--- src/ssb_pkg.sv ---
/*
  package for the shift and store bus register: widths and reset values.
  assumes a single system clock domain; no software-visible registers.
*/
package ssb_pkg;
  localparam int unsigned SSB_STAGES = 8; // shift chain length
  localparam logic [7:0] SSB_ZERO_BYTE = 8'h00; // reset value of stages
  localparam logic SSB_ZERO_BIT = 1'b0; // reset value of single bits
  localparam logic [7:0] SSB_ALL_ON = 8'hff; // every output bit driven
  localparam logic [3:0] SSB_ZERO_SYNC = 4'h0; // reset value of sync flops
  localparam int unsigned SSB_LAST = SSB_STAGES - 1; // index of last stage
endpackage

--- src/ssb_shift_store.sv ---
/*
  eight-stage serial-in shift register with per-stage storage latches
  and three-state parallel outputs, plus two cascade serial outputs.
  assumes the link clock, data, strobe and enable are pins from a
  controller outside the clk_i domain; each is synchronised by two
  flops. the link clock's edges are detected on clk_i, so the link
  clock must stay well below half the 25 MHz system clock.
*/
// Operation
// - eight stages shift serial data on rising clock
// - latches follow stages while strobe high
// - enable high drives latched byte onto outputs
// - outputs high impedance while enable low
// - two cascade outputs, rising and falling edge
`timescale 1ns/1ps
module ssb_shift_store
  import ssb_pkg::*;
(
  // system
  input wire logic clk_i,
  input wire logic sys_rst_i,
  // serial link pins
  input wire logic ser_data_i,
  input wire logic ser_clk_i,
  input wire logic strobe_i,
  input wire logic out_en_i,
  // parallel three-state outputs
  output logic [7:0] par_data_o,
  output logic [7:0] par_oe_o,
  // cascade outputs
  output logic cas_rise_o,
  output logic cas_fall_o
);

  // synchroniser flops; first stage is read only by the second
  logic [3:0] sync1_q; // first flop: data, clk, strobe, enable
  logic [3:0] sync2_q; // second flop
  logic sclk_prev_q; // previous synced link clock for edges
  logic rise_evt; // link clock rising edge
  logic fall_evt; // link clock falling edge
  logic [7:0] chain_q; // shift stages
  logic [7:0] chain_d;
  logic [7:0] store_q; // storage latches
  logic [7:0] store_d;
  logic cas_rise_q;
  logic cas_fall_q;
  logic oe_q; // registered enable view

  // two-flop synchroniser on all pin inputs
  always_ff @(posedge clk_i) begin
    if (sys_rst_i) begin
      sync1_q <= SSB_ZERO_SYNC;
      sync2_q <= SSB_ZERO_SYNC;
      sclk_prev_q <= SSB_ZERO_BIT;
    end else begin
      sync1_q <= {out_en_i, strobe_i, ser_clk_i, ser_data_i};
      sync2_q <= sync1_q;
      sclk_prev_q <= sync2_q[1];
    end
  end

  // edge detection on the synchronised link clock
  assign rise_evt = sync2_q[1] & ~sclk_prev_q;
  assign fall_evt = ~sync2_q[1] & sclk_prev_q;

  // next chain value: new bit into stage 0, others move up
  always_comb begin
    chain_d = chain_q;
    if (rise_evt) begin
      chain_d = {chain_q[SSB_LAST-1:0], sync2_q[0]};
    end
  end

  // shift chain register
  always_ff @(posedge clk_i) begin
    if (sys_rst_i) begin
      chain_q <= SSB_ZERO_BYTE;
    end else begin
      chain_q <= chain_d;
    end
  end

  // latches are transparent while strobe high, so follow chain_d
  always_comb begin
    store_d = store_q;
    if (sync2_q[2]) begin
      store_d = chain_d;
    end
  end

  // storage latch register
  always_ff @(posedge clk_i) begin
    if (sys_rst_i) begin
      store_q <= SSB_ZERO_BYTE;
    end else begin
      store_q <= store_d;
    end
  end

  // cascade outputs from the last stage
  always_ff @(posedge clk_i) begin
    if (sys_rst_i) begin
      cas_rise_q <= SSB_ZERO_BIT;
      cas_fall_q <= SSB_ZERO_BIT;
    end else begin
      if (rise_evt) begin
        cas_rise_q <= chain_d[SSB_LAST];
      end
      if (fall_evt) begin
        cas_fall_q <= chain_q[SSB_LAST];
      end
    end
  end

  // enable view, registered so outputs come from flops
  always_ff @(posedge clk_i) begin
    if (sys_rst_i) begin
      oe_q <= SSB_ZERO_BIT;
    end else begin
      oe_q <= sync2_q[3];
    end
  end

  // parallel outputs: data always shows latches, enable gates drive
  assign par_data_o = store_q;
  // one drive enable per output bit, all from the one enable flop
  for (genvar g = 0; g < SSB_STAGES; g++) begin : g_oe
    assign par_oe_o[g] = oe_q;
  end
  assign cas_rise_o = cas_rise_q;
  assign cas_fall_o = cas_fall_q;

  // shift moves stage 0 to stage 1 on a rising event
  a_shift_moves: assert property (@(posedge clk_i)
    disable iff (sys_rst_i)
    rise_evt |=> chain_q[SSB_LAST:1] == $past(chain_q[SSB_LAST-1:0]))
    else $error("shift chain did not advance");
  // new serial bit enters stage 0
  a_shift_input: assert property (@(posedge clk_i)
    disable iff (sys_rst_i)
    rise_evt |=> chain_q[0] == $past(sync2_q[0]))
    else $error("serial bit not loaded");
  // chain holds without a rising event
  a_shift_hold: assert property (@(posedge clk_i)
    disable iff (sys_rst_i)
    !rise_evt |=> $stable(chain_q))
    else $error("chain changed without edge");
  // latches track chain while strobe high
  a_latch_follow: assert property (@(posedge clk_i)
    disable iff (sys_rst_i)
    sync2_q[2] |=> store_q == chain_q)
    else $error("latch not following chain");
  // latches hold while strobe low
  a_latch_hold: assert property (@(posedge clk_i)
    disable iff (sys_rst_i)
    !sync2_q[2] |=> $stable(store_q))
    else $error("latch changed with strobe low");
  // enabled outputs drive latched byte
  a_out_drive: assert property (@(posedge clk_i)
    disable iff (sys_rst_i)
    sync2_q[3] |=> (par_oe_o == SSB_ALL_ON) && (par_data_o == store_q))
    else $error("outputs not driven when enabled");
  // disabled outputs float
  a_out_float: assert property (@(posedge clk_i)
    disable iff (sys_rst_i)
    !sync2_q[3] |=> par_oe_o == SSB_ZERO_BYTE)
    else $error("outputs driven when disabled");
  // rising cascade equals last stage after a rising event
  a_cas_rise: assert property (@(posedge clk_i)
    disable iff (sys_rst_i)
    rise_evt |=> cas_rise_o == chain_q[SSB_LAST])
    else $error("rising cascade mismatch");
  // falling cascade takes the last stage on a falling event
  a_cas_fall: assert property (@(posedge clk_i)
    disable iff (sys_rst_i)
    fall_evt |=> cas_fall_o == chain_q[SSB_LAST])
    else $error("falling cascade mismatch");
  // a rising event lasts one system clock only
  a_rise_single: assert property (@(posedge clk_i)
    disable iff (sys_rst_i)
    rise_evt |=> !rise_evt)
    else $error("rising event held too long");
  // a falling event lasts one system clock only
  a_fall_single: assert property (@(posedge clk_i)
    disable iff (sys_rst_i)
    fall_evt |=> !fall_evt)
    else $error("falling event held too long");
  // the two link clock edges never coincide
  a_edge_apart: assert property (@(posedge clk_i)
    disable iff (sys_rst_i)
    !(rise_evt && fall_evt))
    else $error("rising and falling events together");
  // rising cascade moves only on a rising event
  a_cas_rise_hold: assert property (@(posedge clk_i)
    disable iff (sys_rst_i)
    !rise_evt |=> $stable(cas_rise_o))
    else $error("rising cascade changed without edge");
  // falling cascade moves only on a falling event
  a_cas_fall_hold: assert property (@(posedge clk_i)
    disable iff (sys_rst_i)
    !fall_evt |=> $stable(cas_fall_o))
    else $error("falling cascade changed without edge");
  // rising cascade always mirrors the last stage
  a_cas_rise_track: assert property (@(posedge clk_i)
    disable iff (sys_rst_i)
    cas_rise_o == chain_q[SSB_LAST])
    else $error("rising cascade not on last stage");
  // after a falling event both cascades agree
  a_cas_aligned: assert property (@(posedge clk_i)
    disable iff (sys_rst_i)
    fall_evt |=> cas_fall_o == cas_rise_o)
    else $error("cascades disagree after falling edge");
  // drive enables are all on or all off
  a_oe_uniform: assert property (@(posedge clk_i)
    disable iff (sys_rst_i)
    (par_oe_o == SSB_ALL_ON) || (par_oe_o == SSB_ZERO_BYTE))
    else $error("drive enables split");
  // drive enables move only when the enable pin moved
  a_oe_hold: assert property (@(posedge clk_i)
    disable iff (sys_rst_i)
    $stable(sync2_q[3]) |=> $stable(par_oe_o))
    else $error("drive enables changed on their own");
  // reset leaves every output bit floating
  a_reset_float: assert property (@(posedge clk_i)
    sys_rst_i |=> par_oe_o == SSB_ZERO_BYTE)
    else $error("outputs driven after reset");
  // reset clears the chain and the latches
  a_reset_clear: assert property (@(posedge clk_i)
    sys_rst_i |=> (chain_q == SSB_ZERO_BYTE) && (store_q == SSB_ZERO_BYTE))
    else $error("chain or latches not cleared by reset");

endmodule
--- config.mk ---
export PLATFORM = sky130hd
export DESIGN_NAME = ssb_shift_store
export DESIGN_NICKNAME = d
export VERILOG_FILES = /design/src/ssb_pkg.sv /design/src/ssb_shift_store.sv
export SDC_FILE = /design/constraint.sdc
export NUM_CORES = 1
export LEC_CHECK = 0
export BUFFER_PORTS_ARGS = -buffer_cell sky130_fd_sc_hd__buf_2
export CAP_MARGIN = 10
export CORE_UTILIZATION = 45
export CTS_CLUSTER_DIAMETER = 100
export DETAILED_ROUTE_END_ITERATION = 12
export GPL_TIMING_DRIVEN = 1
export PLACE_DENSITY = 0.72
export SYNTH_ARGS = -nofsm -noshare
export SYNTH_HDL_FRONTEND = slang
export SYNTH_SLANG_ARGS = --single-unit
--- constraint.sdc ---
create_clock -name clk_i -period 1.1 [get_ports clk_i]
set_input_delay 0.22 -clock clk_i [delete_from_list [all_inputs] [get_ports clk_i]]
set_output_delay 0.22 -clock clk_i [all_outputs]
set_load 0.1 [all_outputs]
==> results of run 1 <==
[sequential cells by signal, indices dropped and copies added (netlist names)]
| name | count |
|---|---|
| oe_q | 1 |
| cas_fall_o | 1 |
| sync2_q | 4 |
| par_data_o | 8 |
| sclk_prev_q | 1 |
| chain_q | 8 |
| cas_rise_o | 1 |
| sync1_q | 4 |
[repair_timing]
action                                  in CTS  in global routing
pin swaps                                    5                  1
resized for setup                           14                 13
gates cloned                                 1                  0
buffers inserted                             0                  3
hold buffers                                 0                  0
endpoints found under the setup margin      29                 35
[logic make-up after synthesis]
| kind of cell | share of synthesized area, % |
|---|---|
| DFF | 57.4 |
| buffers and inverters | 10.4 |
| muxes | 10.3 |
| AOI/OAI and AO/OA | 6.15 |
| and+or+nand+nor | 15.8 |
[cell usage in the layout, fill, tap and decap left out]
| cell | n |
|---|---|
| sky130_fd_sc_hd__nor2b_1 | 9 |
| sky130_fd_sc_hd__and2b_1 | 1 |
| sky130_fd_sc_hd__nor2b_4 | 1 |
| sky130_fd_sc_hd__dfxtp_2 | 11 |
| sky130_fd_sc_hd__dfxtp_4 | 1 |
| sky130_fd_sc_hd__nor2b_2 | 1 |
| sky130_fd_sc_hd__buf_12 | 20 |
| sky130_fd_sc_hd__mux2i_1 | 1 |
| sky130_fd_sc_hd__nor2_1 | 18 |
| sky130_fd_sc_hd__a211oi_1 | 4 |
| sky130_fd_sc_hd__mux2i_4 | 9 |
| sky130_fd_sc_hd__buf_4 | 5 |
| sky130_fd_sc_hd__clkbuf_4 | 3 |
| sky130_fd_sc_hd__buf_2 | 5 |
| sky130_fd_sc_hd__dfxtp_1 | 16 |
| sky130_fd_sc_hd__bufinv_16 | 1 |
| sky130_fd_sc_hd__a211oi_2 | 4 |
| sky130_fd_sc_hd__clkbuf_16 | 1 |
[power by group through the flow]
| stage | sequential, mW | combinational, mW | clock (mW) |
|---|---|---|---|
| after floorplan | 1.19 | 0.135 | 0 |
| after global placement | 1.09 | 0.340 | 0 |
| after detailed placement | 1.09 | 0.344 | 0 |
| after CTS | 1.07 | 0.362 | 0.677 |
| after global routing | 1.07 | 0.394 | 0.715 |
| final | 1.07 | 0.383 | 0.661 |
[routing by layer]
layer  GRT usage, %  up-vias  part of all wire (%)
li1               -      328                     -
met1           20.3      320                    42
met2           26.8       29                    52
met3           2.83       10                   3.8
met4           5.88        0                   2.8
met5              0        -                     0
[worst paths after layout]
check	from	slack, ps	endpoint
max	sync2_q[1]	-160	par_data_o[5]
min	ser_data_i	90	sync1_q[0]
max reg2reg	sync2_q[1]	-160	par_data_o[5]
min reg2reg	sync2_q[3]	450	oe_q
[layout make-up]
type                       count  area share (%)
tap                           27            2.11
clock buffer                   3            1.41
timing repair buffer          31            30.5
clock inverter                 1            1.88
multi-input combinational     48            27.9
sequential                    28            36.2
[worst reg2reg max path: stages, from the launching register on]
cell	delay [ps]
sky130_fd_sc_hd__dfxtp_2	370
sky130_fd_sc_hd__nor2b_4	210
sky130_fd_sc_hd__clkbuf_16	190
sky130_fd_sc_hd__mux2i_4	260
sky130_fd_sc_hd__a211oi_2	120
==> results.md, run 1 <==
- The total nets after synthesis is 96.
- The worst-path maximum fanout is 4.
- The critical path crosses 4 cells after its start point.
- The number of synthesized flops with an enable pin is 0.
- The mean instance size in the synthesized netlist is 10.8 sq um.
- By count the netlist is led by sky130_fd_sc_hd__dfxtp_1 (28), sky130_fd_sc_hd__nor2_1 (18), sky130_fd_sc_hd__mux2i_1 (10).
- VDD sags by at most 1.16 mV.
- Among all cell types in the netlist, the one instantiated most often is sky130_fd_sc_hd__dfxtp_1.
- For this run, the leading register cell type out of synthesis is sky130_fd_sc_hd__dfxtp_1.
- The run finished, with violations left.
- The iteration count of the initial detailed-routing pass is 4.
- In this run the tool buffered the top-level ports with 23 buffer cells.
- The number of nets at the end of the flow is 118.
- The transition time at the pin with the least slew margin is 524 ps.
- The category of the most critical setup path is flip-flop to flip-flop.
- The number of warnings issued by yosys is 0.
- For this run the aggregate overflow at the end of global routing stands at 0.
- Of the cells placed in the final design, the portion with a size suffix greater than 1 is 55.9%.
- The floorplan core area is 0.00200 sq mm.
- The fraction of the yosys area taken by sequential cells is 57.4%.
- The post-synthesis cell type with the largest combined area is sky130_fd_sc_hd__dfxtp_1.
- The worst relative slew slack is 65.1%.
- The number of unique standard cell types used by synthesis is 13.
- The cell count after synthesis came out at 90.
- Of the post-synthesis cell area, the dominant cell type holds 57.4%.
- Setup violations remaining at the end of the flow were counted as 33.
- After layout, the worst setup slack is -160 ps.
- The minimum clock period is 1260 ps.
- The final layout contains routed wiring with a total length of 2190 um.
- The final route contains 687 vias.
- Detailed placement ended at an HPWL of 1060 um.
- The mapped cell area is 976 sq um.
- 0 antenna diodes ended up in the layout.
- The worst-skew pair later-pin latency is 330 ps.
- The initial cell density of the core is 48.8%.
- The initial antenna violation count is 0.
- In the final routed layout, each cell accounts on average for 15.8 um.
- The post-route worst hold slack is 93.4 ps.
- The finished layout holds 138 standard cells, fillers aside.
- The category of the worst setup path capture point is a flip-flop.
- The number of cells traversed by the worst hold path is 2.
- The maximum clock insertion buffer count is 2.
- For this run, design rule violations remaining after detail routing come to 0.
- The floorplan step set the die width to 48.6 um.
- In the post-synthesis netlist, the biggest area contributors are sky130_fd_sc_hd__dfxtp_1 (57%), sky130_fd_sc_hd__mux2i_1 (10%), sky130_fd_sc_hd__nor2_1 (6.9%).
- Clock tree synthesis found a total of 28 sinks.
- In this run the cell area measured after placement is 0.00136 sq mm.
- The power per cell area is 1320 mW/mm^2.
- Together, buffers and inverters on the worst path number 1.
- The share of async-settable or async-resettable flops after synthesis is 0%.
- Routability-driven placement finished with a final weighted congestion of 0.719.
- In this run the vertical extent of the chip is 48.6 um.
- The total CTS buffers is 3.
- Clock tree synthesis selected as its root buffer the cell sky130_fd_sc_hd__clkbuf_4.
- The number of placed I/O pins is 24.
- The depth of the CTS H-tree is 1.
- The proportion of total power due to net switching is 26.1%.
- Summed over all cells, the static leakage comes to 0.584 nW.
- The fraction of power consumed by sequential logic is 50.6%.
- The clock group share of total power is 31.3%.
- The global-route wire length before repair is 2860 um.
- The master of the slowest instance on the critical path is sky130_fd_sc_hd__dfxtp_2.
- The internal portion of the total power is 1.56 mW.
- In this design, the stage delay of the slowest critical-path cell is 370 ps.
- The count of pins over their slew limit is 0.
- Entering global routing, the biggest net connects 29 pins.
- The design area is 0.00160 sq mm.
- The register clock-pin slew on the reported worst setup and hold paths is 150 ps.
- Among cell families on the critical path, the largest total delay comes from flip-flops.
- The achievable frequency is 794 MHz.
- The fill cell instance count of the final layout is 106.
- For the final routed database, the setup TNS stands at -2720 ps.
- The number of cell instances on the worst register-to-register path is 4.
- The data arrival time of the critical path is 1470 ps.
- In this run, synthesis produced a sequential element count of 28.
- The pre-CTS worst setup slack is -43.1 ps.
- Across the whole layout, storage elements account for 578 sq um.
- Compared with the post-synthesis result, the final layout area differs by 63.8%.
- At the worst endpoint, the required time is 1310 ps.
- The total instance count after detailed placement is 130.
- In the final layout, the multi-input gates occupy 447 sq um.
- The number of failing hold endpoints at the final stage is 0.
- The worst setup path is launched from a flip-flop.
- The core occupancy in the finished layout is 79.9%.
- The tightest min-delay check is of the primary input to flip-flop type.
- The via count of the first global-routing pass was 606.
- The share of the clock period used by the worst path is 115%.
- The detail route stage leaves a number of antenna-violating nets equal to 0.
- Setup repair after global routing could not meet its margin everywhere.
- Across the run, the number of max-cap violations was 0.
- The total track usage is 15.9%.
- The clock tree from TritonCTS is done.
- The worst-case clock skew is 10.6 ps.
- The total power is 2.11 mW.
- The signal on the critical path passes through nor2b_4, clkbuf_16, mux2i_4, a211oi_2.
- The floorplan die area is 0.00236 sq mm.
- In this run, the combinational gates consume 18.1% of the power.
- Summed over all nets, the switching power comes to 551 uW.
- Dividing the detail-routed via count by the number of cells gives 4.98.
- The checks that failed: negative setup slack.
- The DRC marker count from the first detailed-route iteration is 8.
- The floorplan has 16 rows.
No activity file was read; power rests on OpenSTA's default activity.
==> inputs of run 2 (changes only) <==
CORE_UTILIZATION = 30   (was 45)
PLACE_DENSITY = default   (was 0.72)
==> results.md, run 2 (synthesis results as in run 1) <==
- The critical path ends at par_oe_o[2].
- The total track usage is 9.81%.
- Along the worst path, the maximum fanout reaches 8.
- The overall via count from detail_route is 649.
- The master of the slowest instance on the critical path is sky130_fd_sc_hd__dfxtp_2.
- The number of failing hold endpoints at the final stage was 0.
- The count of pins over their slew limit was 0.
- Global routing finished with a remaining overflow of 0.
- After clock tree synthesis, the flow added hold-fix buffers numbering 0.
- The signal on the critical path passes through buf_12, buf_12.
- The initial antenna violation count is 0.
- The checks that failed: negative setup slack.
- The worst-case IR drop observed on VDD is 0.915 mV.
- Counting the fill cells in the layout gives 267.
- The category of the worst setup path capture point is a primary output.
- The root buffer cell chosen for the clock tree is sky130_fd_sc_hd__clkbuf_4.
- The library cells used most frequently in the layout, excluding fill and tap cells, are sky130_fd_sc_hd__buf_12 (20), sky130_fd_sc_hd__nor2_1 (18), sky130_fd_sc_hd__dfxtp_1 (16).
- The per-cell via count in the routed design is 4.13.
- Timing would allow up to 807 MHz.
- The library cell used most frequently in the layout, excluding fill and tap cells, is sky130_fd_sc_hd__buf_12.
- In the final layout, the multi-input gates occupy 413 sq um.
- The floorplan die width is 59.0 um.
- The critical path startpoint category is a flip-flop.
- Across all setup checks in the final design, the least slack found is -139 ps.
- The wire length per cell is 10.1 um.
- The critical path crosses 2 cells after its start point.
- The area growth from synthesis to layout is 62.4%.
- The initial utilization of the core area, before any placement, comes to 31.7%.
- The maximum clock insertion buffer count is 2.
- The first global-routing pass estimated 2550 um of wire.
- The total setup violations reported at the end of the flow is 17.
- Hold timing on the final database bottoms out at a slack of 102 ps.
- The total negative slack for setup checks is -1200 ps.
- The count of nets left with antenna violations once routing finished came out at 0.
- The iteration count of the initial detailed-routing pass is 3.
- The flip-flop and latch area is 576 sq um.
- The floorplan step defined a die boundary enclosing 0.00349 sq mm.
- The flow ran to the end, but the final reports show violations.
- The number of cells traversed by the worst hold path is 2.
- The via count of the first global-routing pass is 595.
- Across the run, the number of max-cap violations was 0.
- Cells with a size suffix above 1 make up 54.9% of the layout.
- The number of clock sinks is 28.
- For this design the ratio of total power to cell area is 1220 mW/mm^2.
- The floorplan core area is 0.00308 sq mm.
- The congestion estimate from routability-driven global placement came to 0.659.
- Port buffering added 23 buffers.
- The launching element of the worst setup path is oe_q.
- Clock-pin slew was measured on the worst setup and hold paths at 130 ps.
- 24 I/O pins were placed.
- The number of diodes is 0.
- The minimum clock period is 1240 ps.
- TritonCTS created 3 clock buffers.
- Counting cells, the worst reg-to-reg path comes to 4.
- The cell that appears most often on the critical path is sky130_fd_sc_hd__buf_12.
- Dividing the final minimum period by the clock period gives 113%.
- The floorplan has 20 rows.
- The endpoint of the most critical register-to-register path is par_data_o[1].
- The remaining design rule violation count is 0.
- The worst relative slew slack is 88.6%.
- The number of nets at the end of the flow is 120.
- The worst-case clock skew is 9.62 ps.
- The category of the most critical setup path is flip-flop to primary output.
- Entering global routing, the biggest net connects 29 pins.
- Setup repair after global routing could not meet its margin everywhere.
- The startpoint identified for the worst register-to-register timing path is sync2_q[1].
- For this block, the initial DRC count from the detailed router was 10.
- Together, buffers and inverters on the worst path number 2.
- The static leakage is 0.586 nW.
- In this design, the stage delay of the slowest critical-path cell is 360 ps.
- The die is 59.0 um tall.
- STA puts the critical path data required time at 880 ps.
- The total wire length after detailed routing is 1590 um.
- The depth of the CTS H-tree is 1.
- At the pin with the least slew margin, the transition time is 166 ps.
- TritonCTS built the clock tree.
- The data arrival time of the critical path is 1020 ps.
- The family with the most delay on the worst path is flip-flops.
- The min-delay analysis places its worst path in the category primary input to flip-flop.
- The setup check on the worst reg-to-reg path leaves a slack of -20 ps.
- The worst-skew pair later-pin latency is 320 ps.
[run 2: per-layer routing]
layer / global-route usage [%] / routed length, um / part of all wire [%] / vias to the layer above
met1: 10.4 / 687 / 43 / 299
met5: 0 / 0 / 0 / -
met4: 3.06 / 10 / 0.63 / 0
li1: - / - / - / 334
met3: 3.93 / 64 / 4.0 / 2
met2: 17.7 / 830 / 52 / 14
[run 2: how the worst min path moves through the flow]
stage	endpoint	slack, ps	from
6_report	sync1_q[1]	100	ser_clk_i
5_1_grt	sync1_q[1]	80	ser_clk_i
4_1_cts	sync1_q[1]	80	ser_clk_i
3_5_place_dp	oe_q	420	sync2_q[3]
3_3_place_gp	sync2_q[2]	420	sync1_q[2]
2_1_floorplan	sync1_q[0]	350	ser_data_i
[run 2: repair_timing]
action | CTS | global route
cloned | 0 | 0
gates resized for setup | 9 | 11
buffers inserted | 0 | 6
endpoints found under the setup margin | 25 | 32
[run 2: worst register-to-register path, delay by kind of cell (launching register included)]
family | cells | cell delay, ps
DFF | 1 | 350
muxes | 1 | 260
buffers and inverters | 1 | 170
and+or+nand+nor | 1 | 150
AOI/OAI and AO/OA | 1 | 80
[run 2: cell type report]
| class | count | share of cell area [%] |
|---|---|---|
| multi-input cells | 48 | 26.0 |
| well taps | 44 | 3.47 |
| repair buffers | 33 | 31.9 |
| clock buffers | 4 | 2.29 |
| flip-flops and latches | 28 | 36.3 |
[run 2: metrics by stage]
| step | util, % | instance area, sq um | power [mW] | setup WS (ps) | std cells |
|---|---|---|---|---|---|
| after floorplan | - | 988 | 1.32 | 71.9 | 90 |
| after global placement | 45.3 | 1400 | 1.44 | 26.3 | 147 |
| after detailed placement | 45.3 | 1400 | 1.44 | -16.0 | 147 |
| after CTS | 47.9 | 1470 | 1.94 | -166 | 151 |
| after global routing | 51.5 | 1590 | 2.02 | -195 | 157 |
| final | 51.5 | 1590 | 1.93 | -139 | 157 |
[run 2: where the power goes]
group	internal, mW	switching (mW)	total, mW	leakage, nW
Sequential	1.05	0.0204	1.07	0.234
Clock	0.202	0.278	0.481	0.0210
Combinational	0.153	0.230	0.383	0.331
Total	1.40	0.528	1.93	0.586
